===== src/include/mfd_regs.svh =====
// Constants for the instruction format decoder: opcode patterns,
// field positions and timing counts.
// Assumes 16-bit program words and a 10 MHz core oscillator.
`ifndef MFD_REGS_SVH
`define MFD_REGS_SVH

// ****************************************************************
// Timing
// ****************************************************************
`define MFD_CLK_PERIOD_NS    100
`define MFD_OSC_PER_CYCLE    4
`define MFD_PHASE_W          2
`define MFD_PHASE_LAST       2'h3

// ****************************************************************
// Word layout
// ****************************************************************
`define MFD_WORD_W           16
`define MFD_WORD2_TAG        4'hf
`define MFD_NOP_WORD         16'hf000
`define MFD_FILE_LSB         0
`define MFD_FILE_W           8
`define MFD_DEST_BIT         9
`define MFD_ACCESS_BIT       8
`define MFD_BITNUM_LSB       9
`define MFD_DADDR_W          12
`define MFD_BRANCH_W         20

// ****************************************************************
// Two-word first words
// ****************************************************************
`define MFD_OP_MOVE2         4'hc
`define MFD_OP_CALL          7'h76
`define MFD_OP_GOTO          8'hef
`define MFD_OP_PTRLOAD       10'h3b8

// ****************************************************************
// Data addresses
// ****************************************************************
`define MFD_ACCESS_SPLIT     8'h80
`define MFD_ACCESS_HI_BANK   4'hf
`define MFD_ACCESS_LO_BANK   4'h0
`define MFD_PORT_ADDR_LO     12'hf80
`define MFD_PORT_ADDR_HI     12'hf84
`define MFD_TIMER0_ADDR      12'hfd6

`endif


===== src/include/mfd_pkg.sv =====
// Types shared by the instruction format decoder.
// Assumes mfd_regs.svh supplies the numeric constants.
package mfd_pkg;

    typedef enum logic [1:0] {
        MFD_CLS_BYTE,
        MFD_CLS_BIT,
        MFD_CLS_LIT,
        MFD_CLS_CTRL
    } mfd_class_e;

    typedef enum logic [1:0] {
        MFD_SEQ_RUN,
        MFD_SEQ_WORD2,
        MFD_SEQ_FLUSH
    } mfd_seq_e;

endpackage


===== src/design/mfd_phase_div.sv =====
// Divide-by-four phase counter for the instruction cycle.
// Assumes one core oscillator clock and a synchronous active-low reset.
`timescale 1ns/1ps
`include "mfd_regs.svh"

module mfd_phase_div import mfd_pkg::*; (
    input  wire logic                      mclk_i,
    input  wire logic                      rst_n_i,
    output logic [`MFD_PHASE_W-1:0]        phase_o,
    output logic                           cycle_end_o
);

    always_ff @(posedge mclk_i) begin
        if (!rst_n_i) begin
            phase_o <= '0;
        end else begin
            phase_o <= phase_o + 2'h1;
        end
    end

    // Pulse in the last phase of each instruction cycle
    always_ff @(posedge mclk_i) begin
        if (!rst_n_i) begin
            cycle_end_o <= 1'b0;
        end else begin
            cycle_end_o <= (phase_o == (`MFD_PHASE_LAST - 2'h1));
        end
    end

endmodule


===== src/design/mfd_decode.sv =====
// Instruction format decoder and cycle sequencer of an 8-bit core.
// Assumes program memory presents the next word steady at cycle end.
//
// Contract
// - A single-word instruction is one 16-bit word: opcode plus operands.
// - Exactly four instructions span two consecutive words, 32 bits.
// - A second word carries all ones in its top four bits.
// - A second word executed on its own behaves as a no-operation.
// - One cycle; two when a test is true or PC changes, extra is NOP.
// - Two-word instructions take two instruction cycles.
// - An instruction cycle is four oscillator periods from a divide-by-four.
// - Destination zero writes the accumulator, one writes the file register.
// - Byte operations decode file address, destination and access select.
// - Bit operations decode file address, bit number and access select.
// - Literal operations carry an immediate, a pointer selector, or nothing.
// - Control operations carry an address, call mode, table mode, or nothing.
// - Recognise the standard set plus eight extended instructions.
// - Sort words into byte, bit, literal and control classes.
// - Port read-modify-write by single-word byte operations uses pin levels; bit operations use the output latch.
// - Writing the timer zero count by a single-word byte operation clears an assigned prescaler.
`timescale 1ns/1ps
`include "mfd_regs.svh"

module mfd_decode import mfd_pkg::*; (
    input  wire logic                      mclk_i,
    input  wire logic                      rst_n_i,
    input  wire logic [`MFD_WORD_W-1:0]    prog_word_i,
    input  wire logic                      cond_true_i,
    input  wire logic [3:0]                bank_sel_i,
    input  wire logic                      prescaler_assigned_i,
    input  wire logic                      extended_set_enable_i,
    input  wire logic [7:0]                port_pins_i,
    input  wire logic [7:0]                port_latch_i,
    output logic [`MFD_PHASE_W-1:0]        phase_o,
    output logic                           fetch_o,
    output mfd_class_e                     class_o,
    output logic                           exec_nop_o,
    output logic                           two_word_o,
    output logic [1:0]                     cycles_o,
    output logic [`MFD_FILE_W-1:0]         file_addr_o,
    output logic [`MFD_DADDR_W-1:0]        data_addr_o,
    output logic [`MFD_DADDR_W-1:0]        operand2_o,
    output logic                           to_working_accumulator_o,
    output logic [2:0]                     bit_num_o,
    output logic [11:0]                    literal_o,
    output logic [1:0]                     indirect_pointer_sel_o,
    output logic [`MFD_BRANCH_W-1:0]       branch_addr_o,
    output logic                           call_fast_o,
    output logic [1:0]                     table_mode_o,
    output logic                           ext_instr_o,
    output logic                           prescaler_clr_o,
    output logic [7:0]                     port_rmw_data_o
);

    // ****************************************************************
    // Decoding helpers
    // ****************************************************************
    // class by opcode bits
    function automatic mfd_class_e classify(input logic [15:0] w);
        mfd_class_e c;
        c = MFD_CLS_CTRL;
        unique case (w[15:12])
            4'h0: begin
                if (w[11:8] == 4'h0) c = MFD_CLS_CTRL;
                else if (w[11:8] == 4'h1 || w[11]) c = MFD_CLS_LIT;
                else c = MFD_CLS_BYTE;
            end
            4'h1, 4'h2, 4'h3, 4'h4, 4'h5, 4'h6, 4'hc: c = MFD_CLS_BYTE;
            4'h7, 4'h8, 4'h9, 4'ha, 4'hb: c = MFD_CLS_BIT;
            4'he: c = (w[15:6] == `MFD_OP_PTRLOAD) ? MFD_CLS_LIT : MFD_CLS_CTRL;
            4'hd, 4'hf: c = MFD_CLS_CTRL;
        endcase
        return c;
    endfunction

    function automatic logic is_two_word(input logic [15:0] w);
        return (w[15:12] == `MFD_OP_MOVE2) || (w[15:9] == `MFD_OP_CALL)
            || (w[15:8] == `MFD_OP_GOTO) || (w[15:6] == `MFD_OP_PTRLOAD);
    endfunction

    function automatic logic is_word2(input logic [15:0] w);
        return w[15:12] == `MFD_WORD2_TAG;
    endfunction

    function automatic logic is_cond(input logic [15:0] w);
        return (w[15:11] == 5'b01100) || (w[15:10] == 6'b001011)
            || (w[15:10] == 6'b001111) || (w[15:11] == 5'b01001)
            || (w[15:13] == 3'b101) || (w[15:11] == 5'b11100);
    endfunction

    function automatic logic is_pc_change(input logic [15:0] w);
        return (w[15:12] == 4'hd) || (w[15:1] == 15'h0009);
    endfunction

    // Byte operations without a destination bit always write the file
    function automatic logic has_dest(input logic [15:0] w);
        return !((w[15:12] == 4'h6) || (w[15:9] == 7'h01) || (w[15:12] == `MFD_OP_MOVE2));
    endfunction

    function automatic logic [11:0] data_addr(input logic [15:0] w, input logic [3:0] bsr);
        if (w[`MFD_ACCESS_BIT]) return {bsr, w[7:0]};
        else if (w[7:0] < `MFD_ACCESS_SPLIT) return {`MFD_ACCESS_LO_BANK, w[7:0]};
        else return {`MFD_ACCESS_HI_BANK, w[7:0]};
    endfunction

    // ****************************************************************
    // Pin synchronisers
    // ****************************************************************
    logic       ext_meta_r;
    logic       ext_en_r;
    logic [7:0] pins_meta_r;
    logic [7:0] pins_r;

    always_ff @(posedge mclk_i) begin
        if (!rst_n_i) begin
            ext_meta_r  <= 1'b0;
            ext_en_r    <= 1'b0;
            pins_meta_r <= 8'h00;
            pins_r      <= 8'h00;
        end else begin
            ext_meta_r  <= extended_set_enable_i;
            ext_en_r    <= ext_meta_r;
            pins_meta_r <= port_pins_i;
            pins_r      <= pins_meta_r;
        end
    end

    // ****************************************************************
    // Cycle phases
    // ****************************************************************
    logic cycle_end;

    mfd_phase_div u_div (
        .mclk_i      (mclk_i),
        .rst_n_i     (rst_n_i),
        .phase_o     (phase_o),
        .cycle_end_o (cycle_end)
    );

    always_ff @(posedge mclk_i) begin
        if (!rst_n_i) begin
            fetch_o <= 1'b0;
        end else begin
            fetch_o <= cycle_end;
        end
    end

    // ****************************************************************
    // Sequencer
    // ****************************************************************
    mfd_seq_e        seq_r;
    logic [15:0]     word1_r;
    logic            cur_cond_r;
    logic            cur_pc_r;
    logic            flush_now;
    logic            start_two;
    logic            stray2;
    logic [15:0]     dec_word;
    logic            dec_valid;

    // taken test or PC change forces a NOP cycle
    assign flush_now = (seq_r == MFD_SEQ_RUN) && ((cur_cond_r && cond_true_i) || cur_pc_r);
    assign start_two = !flush_now && (seq_r != MFD_SEQ_WORD2) && is_two_word(prog_word_i);
    // lone second word runs as NOP
    assign stray2    = (seq_r != MFD_SEQ_WORD2) && is_word2(prog_word_i);
    assign dec_word  = (seq_r == MFD_SEQ_WORD2) ? word1_r : prog_word_i;
    assign dec_valid = !flush_now && !stray2;

    always_ff @(posedge mclk_i) begin
        if (!rst_n_i) begin
            seq_r   <= MFD_SEQ_RUN;
            word1_r <= `MFD_NOP_WORD;
        end else if (cycle_end) begin
            unique case (seq_r)
                MFD_SEQ_RUN, MFD_SEQ_FLUSH: begin
                    if (flush_now) begin
                        seq_r <= MFD_SEQ_FLUSH;
                    end else if (start_two) begin
                        // hold first word for a second cycle
                        seq_r   <= MFD_SEQ_WORD2;
                        word1_r <= prog_word_i;
                    end else begin
                        seq_r <= MFD_SEQ_RUN;
                    end
                end
                MFD_SEQ_WORD2: seq_r <= MFD_SEQ_RUN;
            endcase
        end
    end

    // Flags of the instruction now executing
    always_ff @(posedge mclk_i) begin
        if (!rst_n_i) begin
            cur_cond_r <= 1'b0;
            cur_pc_r   <= 1'b0;
        end else if (cycle_end) begin
            cur_cond_r <= dec_valid && !start_two && is_cond(dec_word);
            cur_pc_r   <= dec_valid && !start_two && is_pc_change(dec_word);
        end
    end

    // ****************************************************************
    // Operand fields
    // ****************************************************************
    // fields split from the 16-bit word
    always_ff @(posedge mclk_i) begin
        if (!rst_n_i) begin
            class_o                <= MFD_CLS_CTRL;
            exec_nop_o             <= 1'b1;
            two_word_o             <= 1'b0;
            cycles_o               <= 2'h1;
            file_addr_o            <= '0;
            data_addr_o            <= '0;
            operand2_o             <= '0;
            to_working_accumulator_o <= 1'b0;
            bit_num_o              <= 3'h0;
            literal_o              <= 12'h000;
            indirect_pointer_sel_o <= 2'h0;
            branch_addr_o          <= '0;
            call_fast_o            <= 1'b0;
            table_mode_o           <= 2'h0;
            ext_instr_o            <= 1'b0;
        end else if (cycle_end) begin
            class_o    <= dec_valid ? classify(dec_word) : MFD_CLS_CTRL;
            exec_nop_o <= !dec_valid || start_two;
            two_word_o <= (seq_r == MFD_SEQ_WORD2);
            // two-word and PC-changing take two cycles
            cycles_o   <= ((seq_r == MFD_SEQ_WORD2) || (dec_valid && is_pc_change(dec_word))) ? 2'h2 : 2'h1;
            file_addr_o <= dec_word[`MFD_FILE_LSB +: `MFD_FILE_W];
            data_addr_o <= (dec_word[15:12] == `MFD_OP_MOVE2) ? dec_word[11:0] : data_addr(dec_word, bank_sel_i);
            operand2_o  <= prog_word_i[11:0];
            to_working_accumulator_o <= dec_valid && (classify(dec_word) == MFD_CLS_BYTE)
                                        && has_dest(dec_word) && !dec_word[`MFD_DEST_BIT];
            bit_num_o <= dec_word[`MFD_BITNUM_LSB +: 3];
            literal_o <= (dec_word[15:6] == `MFD_OP_PTRLOAD) ? {dec_word[3:0], prog_word_i[7:0]}
                                                             : {4'h0, dec_word[7:0]};
            indirect_pointer_sel_o <= dec_word[5:4];
            // branch address, call and table modes
            if (seq_r == MFD_SEQ_WORD2) begin
                branch_addr_o <= {prog_word_i[11:0], dec_word[7:0]};
            end else if (dec_word[15:12] == 4'hd) begin
                branch_addr_o <= {{9{dec_word[10]}}, dec_word[10:0]};
            end else begin
                branch_addr_o <= {{12{dec_word[7]}}, dec_word[7:0]};
            end
            call_fast_o  <= (dec_word[15:9] == `MFD_OP_CALL) ? dec_word[8] : dec_word[0];
            table_mode_o <= dec_word[1:0];
            ext_instr_o  <= dec_valid && ext_en_r && (dec_word[15:10] == 6'b111010);
        end
    end

    // ****************************************************************
    // Side effects on ports and timer
    // ****************************************************************
    logic [11:0] side_addr;
    logic        side_writes;

    assign side_addr   = data_addr(prog_word_i, bank_sel_i);
    assign side_writes = dec_valid && !start_two && (seq_r != MFD_SEQ_WORD2)
                         && (classify(prog_word_i) == MFD_CLS_BYTE) && (prog_word_i[15:12] != `MFD_OP_MOVE2)
                         && (!has_dest(prog_word_i) || prog_word_i[`MFD_DEST_BIT]);

    always_ff @(posedge mclk_i) begin
        if (!rst_n_i) begin
            prescaler_clr_o <= 1'b0;
        end else begin
            prescaler_clr_o <= cycle_end && side_writes && prescaler_assigned_i
                               && (side_addr == `MFD_TIMER0_ADDR);
        end
    end

    logic port_rmw_r;

    always_ff @(posedge mclk_i) begin
        if (!rst_n_i) begin
            port_rmw_r <= 1'b0;
        end else if (cycle_end) begin
            port_rmw_r <= side_writes && (side_addr >= `MFD_PORT_ADDR_LO) && (side_addr <= `MFD_PORT_ADDR_HI);
        end
    end

    always_ff @(posedge mclk_i) begin
        if (!rst_n_i) begin
            port_rmw_data_o <= 8'h00;
        end else begin
            port_rmw_data_o <= port_rmw_r ? pins_r : port_latch_i;
        end
    end

    // ****************************************************************
    // Checks
    // ****************************************************************
    phase_count_a: assert property (@(posedge mclk_i) disable iff (!rst_n_i)
        fetch_o |-> ##4 fetch_o)
        else $error("fetch not every four clocks");

    flush_nop_a: assert property (@(posedge mclk_i) disable iff (!rst_n_i)
        (cycle_end && flush_now) |=> exec_nop_o)
        else $error("extra cycle not a nop");

    stray_word_a: assert property (@(posedge mclk_i) disable iff (!rst_n_i)
        (cycle_end && stray2) |=> exec_nop_o && class_o == MFD_CLS_CTRL)
        else $error("lone second word executed");

    two_cycle_a: assert property (@(posedge mclk_i) disable iff (!rst_n_i)
        (cycle_end && start_two) |=> exec_nop_o ##4 (two_word_o && cycles_o == 2'h2))
        else $error("two-word not two cycles");

    word2_tag_a: assert property (@(posedge mclk_i) disable iff (!rst_n_i)
        (cycle_end && seq_r != MFD_SEQ_WORD2 && prog_word_i[15:12] == 4'hf) |=> exec_nop_o)
        else $error("tagged second word not a nop");

    dest_acc_a: assert property (@(posedge mclk_i) disable iff (!rst_n_i)
        to_working_accumulator_o |-> class_o == MFD_CLS_BYTE && !exec_nop_o)
        else $error("accumulator target outside byte op");

    access_bank_a: assert property (@(posedge mclk_i) disable iff (!rst_n_i)
        (cycle_end && dec_valid && dec_word[8] && dec_word[15:12] != `MFD_OP_MOVE2)
        |=> data_addr_o[11:8] == $past(bank_sel_i))
        else $error("bank select not applied");

    prescale_clr_a: assert property (@(posedge mclk_i) disable iff (!rst_n_i)
        prescaler_clr_o |-> $past(prescaler_assigned_i) && fetch_o)
        else $error("prescaler cleared without cause");

endmodule


===== config.mk =====
export PLATFORM = sky130hd
export DESIGN_NAME = mfd_decode
export DESIGN_NICKNAME = d
export VERILOG_FILES = /design/src/include/mfd_pkg.sv /design/src/design/mfd_phase_div.sv /design/src/design/mfd_decode.sv
export VERILOG_INCLUDE_DIRS = /design/src /design/src/include
export SDC_FILE = /design/constraint.sdc
export NUM_CORES = 1
export LEC_CHECK = 0
export BUFFER_PORTS_ARGS = -buffer_cell sky130_fd_sc_hd__buf_2
export CORE_ASPECT_RATIO = 1.4
export CORE_MARGIN = 5
export CORE_UTILIZATION = 53
export DETAILED_ROUTE_END_ITERATION = 7
export PLACE_DENSITY = 0.91
export SLEW_MARGIN = 40
export SYNTH_ARGS = -nofsm -noshare
export SYNTH_HDL_FRONTEND = slang
export SYNTH_SLANG_ARGS = --single-unit

===== constraint.sdc =====
create_clock -name mclk_i -period 2.4 [get_ports mclk_i]
set_input_delay 0.12 -clock mclk_i [delete_from_list [all_inputs] [get_ports mclk_i]]
set_output_delay 0.12 -clock mclk_i [all_outputs]
set_load 0.01 [all_outputs]

# After elaboration in Yosys (flattened, before gate mapping)
# Index checks and enable logic that the tools add are counted.
dict set report totals {
  latch_bits 0
  ram_bits 0
  n_memories 0
  reg_bits 132
  output_inout_bits 92
  rom_bits 0
  elab_cells 178
  input_bits 41
}
dict set report op_classes {
  order_cmp 4
  reduce_logical 64
  n_div 0
  shift 0
  n_mul 0
  bitwise 1
  add_sub_neg 1
  eq_ne 53
  mux 26
}
# operator n
set op_table {}
lappend op_table {{2-to-1 mux 12 bit} 6}
lappend op_table {{equality test 4 bit (second input constant)} 16}
lappend op_table {{2-to-1 mux 20 bit} 2}
lappend op_table {{equality test 4 x 3 -> 1 bit (second input constant)} 8}
lappend op_table {{logical AND 1 bit} 24}
lappend op_table {{equality test 10 bit (second input constant)} 2}
lappend op_table {{one-hot mux 2 bit (5 select lines)} 2}
lappend op_table {{logical OR 1 bit} 19}
lappend op_table {{2-to-1 mux 2 bit} 9}
lappend op_table {{equality test 4 x 1 -> 1 bit (second input constant)} 4}
lappend op_table {{equality test 4 x 2 -> 1 bit (second input constant)} 4}
lappend op_table {{zero test 4 bit} 4}
lappend op_table {{< comparator 8 bit (second input constant)} 2}
lappend op_table {{2-to-1 mux 16 bit} 1}
lappend op_table {{equality test 15 x 4 -> 1 bit (second input constant)} 1}
lappend op_table {{equality test 7 x 1 -> 1 bit (second input constant)} 2}
lappend op_table {{equality test 7 bit (second input constant)} 2}
lappend op_table {{OR reduction 7 bit} 2}
lappend op_table {{equality test 12 bit (second input constant)} 1}
lappend op_table {{equality test 6 x 4 -> 1 bit (second input constant)} 2}
lappend op_table {{>= comparator 12 bit (second input constant)} 1}
lappend op_table {{less-or-equal comparator 12 bit (second input constant)} 1}
lappend op_table {{equality test 5 x 4 -> 1 bit (second input constant)} 2}
lappend op_table {{OR reduction 5 bit} 2}
lappend op_table {{17 further kinds} 30}

# Logic depth before layout (Yosys ltp)
# Gate-level depths: netlist (run 1).
dict set report depth {
  ltp_word 15
  depth_mapped 9
}

# By module
# From an unflattened synthesis (run 1), not the netlist that was laid out.
dict set report hier_totals {
  hier_cells 551
  area_unflattened_um2 4968.5
}
# module area_per_inst_um2 n_inst seq_area_each_um2 cells_per_inst
set modules_own_cells {}
lappend modules_own_cells {mfd_decode 4858.4 1 2182.1 543}
lappend modules_own_cells {mfd_phase_div 110.1 1 60.1 8}

# Least setup slack after synthesis (run 1)
# OpenSTA, ideal clock, no wires.
dict set report synth_timing {
  kind {register -> register}
  start {reg seq_r[1]}
  end {reg to_working_accumulator_o}
  path_buffers 1
  required_time_ps 2283
  path_stages_with_launch 8
  arrival_ps 1776
  path_slack_ps 506
  setup_ps 117
  path_cell_list {dfxtp_1 nand2b_1 buf_6 mux2i_1 nand2b_1 nand2b_1 a22o_1 a32o_1}
}
dict set report synth_between {
  elab_chain_len 13
  word_cells_on_any_way 47
  cone_classes {20 x eq/ne; 7 x mux; 20 x reduce/logical}
}
# item line_no
set synth_rtl {}
lappend synth_rtl {{start, declared} mfd_decode.sv:151} ;# mfd_seq_e seq_r;
lappend synth_rtl {{start signal, assigned} mfd_decode.sv:171} ;# seq_r <= MFD_SEQ_RUN;
lappend synth_rtl {{start signal, assigned} mfd_decode.sv:177} ;# seq_r <= MFD_SEQ_FLUSH;
lappend synth_rtl {{start signal, assigned} mfd_decode.sv:180} ;# seq_r <= MFD_SEQ_WORD2;
lappend synth_rtl {{equality test 2 x 1 -> 1 bit} mfd_decode.sv:166} ;# assign dec_word = (seq_r == MFD_SEQ_WORD2) ? word1_r : prog_word_i;
lappend synth_rtl {{2-to-1 mux 16 bit} mfd_decode.sv:166}
lappend synth_rtl {{equality test 4 x 1 -> 1 bit} mfd_decode.sv:65} ;# else if (w[11:8] == 4'h1 || w[11]) c = MFD_CLS_LIT;
lappend synth_rtl {{logical OR 1 bit} mfd_decode.sv:65}
lappend synth_rtl {{2-to-1 mux 2 bit} mfd_decode.sv:65}
lappend synth_rtl {{2-to-1 mux 2 bit} mfd_decode.sv:64} ;# if (w[11:8] == 4'h0) c = MFD_CLS_CTRL;
lappend synth_rtl {{one-hot mux 2 bit (5 select lines)} mfd_decode.sv:62} ;# unique case (w[15:12])
lappend synth_rtl {{2-to-1 mux 2 bit} mfd_decode.sv:223} ;# end else if (cycle_end) begin
lappend synth_rtl {{2-to-1 mux 2 bit} mfd_decode.sv:207} ;# if (!rst_n_i) begin
lappend synth_rtl {{zero test 2 bit} mfd_decode.sv:232} ;# to_working_accumulator_o <= dec_valid && (classify(dec_word) == MFD_CLS_BYTE)
lappend synth_rtl {{logical AND 1 bit} mfd_decode.sv:232}
lappend synth_rtl {{logical AND 1 bit} mfd_decode.sv:233} ;# && has_dest(dec_word) && !dec_word[`MFD_DEST_BIT];
lappend synth_rtl {{logical AND 1 bit (*)} mfd_decode.sv:232}
lappend synth_rtl {{end signal, assigned} mfd_decode.sv:232}
lappend synth_rtl {{end, declared} mfd_decode.sv:43} ;# output logic to_working_accumulator_o,
# Mark *: on every way between the ends. The rest lies on a longest branch, timed or not. The select of a mux whose other input is x is not followed.
# A chain may end at the register's enable or synchronous reset.

# Worst setup path in the final report (run 1)
dict set report layout_timing {
  start {reg seq_r[1]}
  end {reg branch_addr_o[17]}
}
dict set report layout_between {
  elab_chain_len 5
}
# item line_no
set layout_rtl {}
lappend layout_rtl {{equality test 2 x 1 -> 1 bit (*)} {mfd_decode.sv:166, mfd_decode.sv:239}}
lappend layout_rtl {{2-to-1 mux 16 bit} mfd_decode.sv:166}
lappend layout_rtl {{equality test 4 bit} mfd_decode.sv:241} ;# end else if (dec_word[15:12] == 4'hd) begin
lappend layout_rtl {{2-to-1 mux 20 bit} mfd_decode.sv:241}
lappend layout_rtl {{2-to-1 mux 20 bit (*)} mfd_decode.sv:239} ;# if (seq_r == MFD_SEQ_WORD2) begin
lappend layout_rtl {{end signal, assigned} mfd_decode.sv:240} ;# branch_addr_o <= {prog_word_i[11:0], dec_word[7:0]};
lappend layout_rtl {{end signal, assigned} mfd_decode.sv:242} ;# branch_addr_o <= {{9{dec_word[10]}}, dec_word[10:0]};
lappend layout_rtl {{end signal, assigned} mfd_decode.sv:244} ;# branch_addr_o <= {{12{dec_word[7]}}, dec_word[7:0]};
lappend layout_rtl {{end, declared} mfd_decode.sv:47} ;# output logic [`MFD_BRANCH_W-1:0] branch_addr_o,
# Mark *: on every way between the ends. The rest lies on a longest branch, timed or not.

==> results.cfg, run 1 <==
[run_status]
outcome = finished, final reports clean

[setup_path]
r2r_slack_ns = 0.11
r2r-start = seq_r[1]
crit_type = reg -> reg
crit_arrival_ns = 2.50
cp_max_fo = 33
r2r-end = branch_addr_o[17]
end_kind = flip-flop
start_kind = flip-flop
crit_required_ns = 2.62
rr_worst_depth = 7

[yosys]
synthTopCellsByCount = 112 x dfxtp_1, 56 x nand2_1, 55 x mux2i_1, 42 x nor2b_1, 26 x clkbuf_1
yosysWarnings = 0
synth-edff-count = 0
async_flop_share_pct = 0
synth-main-ff-cell = dfxtp_1
yosysSeqAreaShare_pct = 45.1
syn-num-nets = 579
yosysMostFrequentCell = dfxtp_1
synth.avg_cell_area_um2 = 9.26
synth_top_cell_by_area = dfxtp_1
synth_top_area_share_pct = 45.1
ys_ff_latch = 112
synth_cell_types = 55
syn_area_um2 = 4970
postSynthCellCount = 537
synth.area.top_cells = dfxtp_1 45%, mux2i_1 11%, nor2b_1 5.3%

[cells_and_area]
ff_latch_area_um2 = 2240
nets = 689
multi_input_area_um2 = 2380
fillers = 689
diodes = 0
instances_no_fill = 759
final_area_um2 = 6020
drive_gt1_share_pct = 27.6
area.growth.synth_to_final_pct = 21.0
final_util_pct = 66.3

[die]
die_area_um2 = 11500
core_area_um2 = 9080
rows = 41
initial_utilization_pct = 54.8
io_pins = 133
dieWidth_um = 91.9
die_y_um = 125

[grt]
antenna_found_initial = 0
gr-usage-all-layers_pct = 24.8
grt_pass1_vias = 4367
grt_overflow_total = 0
grt_pass1_wl_um = 22600
grt_max_degree = 108

[timing]
fmax_ghz = 0.437
setup_tns_ns = 0
fin_hold_ws_ns = 0.0209
finalCritPeriodShare_pct = 95.3
setup_viol = 0
period_needed_ns = 2.29
hold_viol = 0
rsz0062_at_grt = false
skew_ns = 0.00552
final_max_slew_viol_count = 0
slew_headroom_pct = 49.5
tightest_slew_ns = 0.752

[clocking]
clk_pin_slew_ns = 0.08
cts_max_level = 3
postCtsSetupRepairBufs = 0
clkLatencyLatePin_ns = 0.35
cts.path.max_buffers = 2
cts_tree = yes
cts_buffers = 9
cts_sinks = 112
cts-root-buf = clkbuf_16

[placed_design]
placedCellCount = 734
dpl_cell_area_um2 = 5600
port-buffer-count = 132
globalplace.congestion = 0.910
hpwl_um = 9960

[min_path]
holdPathStages = 3
min_from = port_latch_i[6]
holdPathEnd = port_rmw_data_o[6]
hold_class = in -> reg

[routing]
drc_errors = 0
firstDrtPassIters = 4
ant_nets = 0
dr_total_vias = 4287
wire_per_inst_um = 18.8
drt_iter0_drc = 258
vias_per_cell = 5.65
finalWirelength_um = 14300

[pwr]
p_leak_nw = 2.69
ir_drop_mv = 0.617
power_density_nw_per_um2 = 663

[flow_run]
drv_cap = 0
[critical path, stage by stage (launching register included)]
cell,delay (ns)
dfxtp_1,0.45
nand2b_1,0.21
buf_12,0.23
mux2i_4,0.32
o21ai_2,0.15
mux2_2,0.33
a21oi_4,0.30
a21oi_1,0.15
[area by class of cell]
cell class | instances | share of cell area (%)
repair buffers | 158 | 15.1
multi-input cells | 356 | 39.6
flip-flops and latches | 112 | 37.3
inverters | 10 | 0.624
clock buffers | 9 | 3.74
clock inverters | 7 | 1.43
well taps | 107 | 2.22
[placed cells by master (no fill, tap or decap), types with 8 or more instances in the layout]
cell type,n
o21ai_1,8
nand2b_1,8
dlygate4sd3_1,9
o21ai_0,24
o211a_1,11
nand2_1,56
mux2i_1,54
dfxtp_1,111
nor2_1,19
a21oi_1,22
inv_1,10
buf_2,132
and2_1,22
clkbuf_16,9
nand3_1,12
nor2b_1,41
buf_4,14
[stage by stage]
step	power, mW	setup WS [ns]
2_1_floorplan	2.27	0.506
3_3_place_gp	2.43	0.144
3_5_place_dp	2.44	0.102
4_1_cts	3.99	0.0788
5_1_grt	4.13	0.00131
6_report	3.99	0.114
[worst max path at each step]
| stage | start | end | slack [ns] | cells past startpoint |
|---|---|---|---|---|
| after CTS | seq_r[0] | to_working_accumulator_o | 0.08 | 6 |
| after floorplan | seq_r[1] | to_working_accumulator_o | 0.51 | 7 |
| final | seq_r[1] | branch_addr_o[17] | 0.11 | 7 |
| after detailed placement | seq_r[0] | to_working_accumulator_o | 0.10 | 6 |
| after global placement | seq_r[0] | to_working_accumulator_o | 0.14 | 7 |
| after global routing | seq_r[0] | to_working_accumulator_o | 0.001 | 6 |
[metal layers]
| layer | track usage, % | part of all wire [%] | up-vias |
|---|---|---|---|
| met1 | 27.4 | 38 | 2023 |
| li1 | - | - | 2058 |
| met3 | 6.10 | 6.8 | 36 |
| met2 | 44.8 | 52 | 170 |
| met5 | 0 | 0 | - |
| met4 | 9.80 | 3.6 | 0 |
[report_power, final]
part / total [mW] / internal (mW) / switching [mW]
clock network: 1.57 / 0.835 / 0.738
registers: 1.96 / 1.93 / 0.0373
logic: 0.455 / 0.191 / 0.264
[cell families (layout without fill, tap and decap cells)]
| kind of cell | count (synthesis) | after routing | share of synthesized area (%) |
|---|---|---|---|
| simple gates | 188 | 188 | 20.1 |
| flops | 112 | 112 | 45.1 |
| buf+inv | 69 | 184 | 7.32 |
| fa+ha+maj | 1 | 1 | 0.251 |
| mux | 60 | 60 | 12.3 |
| compound gates | 107 | 107 | 14.9 |
[sequential cells by signal, indices dropped and copies added (netlist names), 2 cells and up]
signal,count
bit_num_o,3
branch_addr_o,12
class_o,2
cycles_o,2
data_addr_o,5
file_addr_o,7
literal_o,12
operand2_o,12
pins_meta_r,8
pins_r,8
port_rmw_data_o,8
seq_r,2
u_div.phase_o,2
word1_r,16
[what timing repair did]
item,in CTS,in global routing
hold buffers,9,0
endpoints found under the hold margin,9,0
setup endpoints to repair,0,11
gates resized for setup,0,2
Power figures use the tool's default switching activity.
==> inputs of run 2 (changes only) <==
--- a/config.mk
+++ b/config.mk
@@ -8,10 +8,10 @@
 export LEC_CHECK = 0
 export BUFFER_PORTS_ARGS = -buffer_cell sky130_fd_sc_hd__buf_2
 export CORE_ASPECT_RATIO = 1.4
-export CORE_MARGIN = 5
-export CORE_UTILIZATION = 53
+export CORE_MARGIN = 2
+export CORE_UTILIZATION = 57
 export DETAILED_ROUTE_END_ITERATION = 7
-export PLACE_DENSITY = 0.91
+export PLACE_DENSITY = 0.95
 export SLEW_MARGIN = 40
 export SYNTH_ARGS = -nofsm -noshare
 export SYNTH_HDL_FRONTEND = slang
==> constraint.sdc (replaced) <==
create_clock -name mclk_i -period 2.67 [get_ports mclk_i]
set_input_delay 0.1335 -clock mclk_i [delete_from_list [all_inputs] [get_ports mclk_i]]
set_output_delay 0.1335 -clock mclk_i [all_outputs]
set_load 0.01 [all_outputs]
==> results.cfg, run 2 (synthesis results as in run 1) <==
[die]
dieWidth_um = 83.0
die_area_um2 = 9500
io_pins = 133
rows = 40
initial_utilization_pct = 58.5
die_y_um = 115
core_area_um2 = 8510

[setup_path]
slowest_stage = o41ai_2
r2r-start = seq_r[0]
r2r_slack_ns = 0.22
crit_buf_inv = 1
crit_type = reg -> reg
rr_worst_depth = 7
worst_setup_path_endpoint = cycles_o[0]
startpoint = seq_r[0]
end_kind = flip-flop
cp.depth = 7
slowest_delay_ns = 0.51
r2r-end = cycles_o[0]
crit_required_ns = 2.91
path_cells = nor2b_2 -> buf_4 -> mux2i_4 -> or2_0 -> o41ai_2 -> nand2_1 -> a31o_1
crit_family = compound AO/OA/AOI/OAI gates
cp_max_fo = 13
crit_arrival_ns = 2.69
start_kind = flip-flop

[pwr]
pwr-share-comb_pct = 11.0
p_leak_nw = 2.65
seqPwrFrac_pct = 48.8
ir_drop_mv = 0.517
switching_share_pct = 23.9
clockPowerShare_pct = 40.2
p_sw_mw = 0.863
intPower_mw = 2.75
power_density_nw_per_um2 = 607

[routing]
vias_per_cell = 5.83
drt_iter0_drc = 314
ant_nets = 0
wire_per_inst_um = 17.9
dr_total_vias = 4371
drc_errors = 0
firstDrtPassIters = 5
finalWirelength_um = 13400

[cells_and_area]
final_common_cell = buf_2
area.growth.synth_to_final_pct = 19.7
final_cell_mix = 132 x buf_2, 111 x dfxtp_1, 56 x nand2_1
drive_gt1_share_pct = 26.5
largest_register_ff_count = 16
final_area_um2 = 5950
regMostFlops = word1_r
nets = 682
final_util_pct = 70.0
diodes = 0

[min_path]
hold_class = in -> reg

[timing]
fmax_ghz = 0.408
finalCritPeriodShare_pct = 91.9
setup_viol = 0
period_needed_ns = 2.45
tightest_slew_ns = 0.773
fin_hold_ws_ns = 0.0319
hold_viol = 0
slew_headroom_pct = 48.5
rsz0062_at_grt = false
final_max_slew_viol_count = 0
skew_ns = 0.00647
fin_ws_ns = 0.217
setup_tns_ns = 0

[clocking]
cts_sinks = 112
cts_max_level = 3
cts-root-buf = clkbuf_16
cts_tree = yes
cts_buffers = 9
clkLatencyLatePin_ns = 0.35
cts.path.max_buffers = 2
clk_pin_slew_ns = 0.07
postCtsSetupRepairBufs = 0

[grt]
grt_pass1_vias = 4298
gr-usage-all-layers_pct = 27.9
grt_max_degree = 108
antenna_found_initial = 0
grt_overflow_total = 0
grt_pass1_wl_um = 21300

[placed_design]
globalplace.congestion = 0.904
dpl_cell_area_um2 = 5540
port-buffer-count = 132
hpwl_um = 9080
place_ws_ns = 0.264

[flow_run]
drv_cap = 0

[run_status]
outcome = finished, final reports clean
==> run 2: through the flow <==
stage | cells | total power, mW
floorplan | 537 | 2.04
global placement | 726 | 2.17
detailed placement | 726 | 2.18
CTS | 749 | 3.62
global route | 750 | 3.74
finish | 750 | 3.61
==> run 2: what timing repair did <==
item | 4_1_cts | 5_1_grt
gates resized for setup | 0 | 1
endpoints found under the hold margin | 7 | 1
hold buffers | 7 | 1
setup endpoints to repair | 0 | 1
==> run 2: worst min-delay path by stage <==
stage	startpoint	to	slack [ns]	depth (start not counted)
6_report	port_pins_i[4]	pins_meta_r[4]	0.03	2
5_1_grt	port_pins_i[4]	pins_meta_r[4]	0.03	2
4_1_cts	port_pins_i[1]	pins_meta_r[1]	0.003	2
3_5_place_dp	port_pins_i[5]	pins_meta_r[5]	0.34	2
3_3_place_gp	port_pins_i[6]	pins_meta_r[6]	0.34	2
2_1_floorplan	prog_word_i[1]	prescaler_clr_o	0.25	2
==> run 2: final cells by class <==
cell class / instances / area [um2]
Clock inverter: 4 / 76.3
Inverter: 10 / 37.5
Fill cell: 621 / 2550
Tap cell: 105 / 131
Multi-Input combinational cell: 356 / 2380
Timing Repair Buffer: 151 / 840
Sequential cell: 112 / 2240
Clock buffer: 12 / 246
==> run 2: layer usage <==
metal	track usage [%]	routed length [um]
met4	15.4	584
met2	48.9	6850
met1	31.7	5230
met3	5.62	743
met5	0	0
==> run 2: power by group through the flow <==
stage,clock [mW],sequential (mW),combinational (mW)
after floorplan,0,1.82,0.221
after global placement,0,1.80,0.372
after detailed placement,0,1.80,0.380
after CTS,1.47,1.76,0.391
after global routing,1.54,1.77,0.430
final,1.45,1.77,0.397
==> inputs of run 3 (changes only) <==
--- a/config.mk
+++ b/config.mk
@@ -7,10 +7,11 @@
 export NUM_CORES = 1
 export LEC_CHECK = 0
 export BUFFER_PORTS_ARGS = -buffer_cell sky130_fd_sc_hd__buf_2
+export CAP_MARGIN = 15
 export CORE_ASPECT_RATIO = 1.4
-export CORE_MARGIN = 2
 export CORE_UTILIZATION = 57
 export DETAILED_ROUTE_END_ITERATION = 7
+export HOLD_SLACK_MARGIN = 0.08
 export PLACE_DENSITY = 0.95
 export SLEW_MARGIN = 40
 export SYNTH_ARGS = -nofsm -noshare
==> results.cfg, run 3 (synthesis results as in run 1) <==
[clocking]
clk_pin_slew_ns = 0.08
cts_sinks = 112
cts_tree = yes
cts.path.max_buffers = 2
cts-root-buf = clkbuf_16
ctsResizeCount = 0
clkLatencyLatePin_ns = 0.35
cts_buffers = 9
cts_max_level = 3

[timing]
finalCritPeriodShare_pct = 91.4
setup_tns_ns = 0
slew_headroom_pct = 50.9
setup_viol = 0
fmax_ghz = 0.410
skew_ns = 0.00592
hold_viol = 0
final_max_slew_viol_count = 0
period_needed_ns = 2.44
tightest_slew_ns = 0.737
fin_hold_ws_ns = 0.0934
rsz0062_at_grt = false

[placed_design]
port-buffer-count = 132
hpwl_um = 9140
globalplace.congestion = 0.950
dpl_cell_area_um2 = 5530

[setup_path]
slowest_delay_ns = 0.59
slowest_stage = dlygate4sd3_1
crit_type = reg -> reg
r2r_slack_ns = 0.23
crit_family = simple AND/OR/NAND/NOR gates
cp_max_fo = 35
startpoint = seq_r[1]
crit_arrival_ns = 2.74
crit_required_ns = 2.97
worst_setup_path_endpoint = prescaler_clr_o
path_cells = nand2b_1 -> buf_12 -> nand2_2 -> a21oi_1 -> nor2_1 -> nand3_1 -> nor4_1 -> dlygate4sd3_1
r2r-start = seq_r[1]
r2r-end = prescaler_clr_o
cp.depth = 8
rr_worst_depth = 8
start_kind = flip-flop
end_kind = flip-flop
crit_buf_inv = 2

[min_path]
hold_class = in -> reg
min_from = prog_word_i[5]

[die]
rows = 40
io_pins = 133
dieWidth_um = 81.0
die_y_um = 113
initial_utilization_pct = 58.5
die_area_um2 = 9110
core_area_um2 = 8510

[routing]
vias_per_cell = 5.82
firstDrtPassIters = 7
drc_errors = 0
drt_iter0_drc = 358
dr_total_vias = 4425
finalWirelength_um = 14100
ant_nets = 0
wire_per_inst_um = 18.6

[cells_and_area]
nets = 692
drive_gt1_share_pct = 26.3
multi_input_area_um2 = 2370
final_common_cell = buf_2
ff_latch_area_um2 = 2240
largest_register_ff_count = 16
diodes = 0
fillers = 597
area.growth.synth_to_final_pct = 20.8
regMostFlops = word1_r
final_area_um2 = 6010
final_cell_mix = 132 x buf_2, 111 x dfxtp_1, 56 x nand2_1

[grt]
grt_pass1_wl_um = 22100
grt_max_degree = 87
antenna_found_initial = 0
grt_overflow_total = 0
grt_pass1_vias = 4474
gr-usage-all-layers_pct = 32.3

[pwr]
intPower_mw = 2.58
pwr-share-comb_pct = 11.7
seqPwrFrac_pct = 50.5
switching_share_pct = 26.3
p_leak_nw = 2.68
power_density_nw_per_um2 = 582
power_mw = 3.50
p_sw_mw = 0.921
ir_drop_mv = 0.637
clockPowerShare_pct = 37.8

[run_status]
outcome = finished, final reports clean

[flow_run]
drv_cap = 0
[run 3: cell count changes in the layout (fill, tap and decap cells not counted), sizes merged]
| cell | before | now |
|---|---|---|
| clkbuf | 12 | 10 |
| clkinv | 0 | 2 |
| bufinv | 2 | 0 |
| dlygate4sd3 | 8 | 19 |
| inv | 11 | 13 |
| buf | 143 | 142 |
[run 3: area by class of cell]
| cell class | count | share of cell area, % |
|---|---|---|
| Sequential cell | 112 | 37.3 |
| Timing Repair Buffer | 161 | 15.6 |
| Clock buffer | 10 | 3.98 |
| Multi-Input combinational cell | 356 | 39.4 |
| Clock inverter | 6 | 0.833 |
| Tap cell | 105 | 2.19 |
| Inverter | 10 | 0.624 |
[run 3: power by group through the flow]
stage          combinational, mW  sequential, mW  clock, mW
2_1_floorplan              0.221            1.82          0
5_1_grt                    0.443            1.77       1.40
3_5_place_dp               0.379            1.80          0
6_report                   0.410            1.77       1.32
3_3_place_gp               0.371            1.80          0
4_1_cts                    0.403            1.76       1.33
[run 3: repair_timing]
item / in CTS / in global routing
buffers inserted: 0 / 0
hold buffers: 19 / 0
endpoints found under the hold margin: 18 / 0
[run 3: per-layer routing]
metal | vias up | track usage [%] | wire length (um)
met5 | - | 0 | 0
met4 | 0 | 19.4 | 725
met3 | 70 | 7.89 | 905
met2 | 225 | 53.9 | 7140
met1 | 2068 | 36.2 | 5370
li1 | 2062 | - | -
[run 3: worst min-delay path, stage by stage]
cell and delay [ns]:
buf_2 0.14, nand2_1 0.07, a21oi_1 0.06
[run 3: worst min-delay path by stage]
stage | end | slack, ns | cells past startpoint
after floorplan | prescaler_clr_o | 0.25 | 2
after global placement | pins_meta_r[0] | 0.34 | 2
after detailed placement | pins_meta_r[6] | 0.34 | 2
after CTS | branch_addr_o[13] | 0.08 | 3
after global routing | branch_addr_o[13] | 0.09 | 3
final | branch_addr_o[13] | 0.09 | 3
[run 3: per-stage QoR]
step                worst slack [ns]  util (%)  std cells
finish                         0.229      70.6        760
global route                  0.0872      70.6        760
CTS                            0.294      70.6        760
detailed placement             0.364      65.0        725
global placement               0.328      65.0        725
floorplan                      0.776         -        537
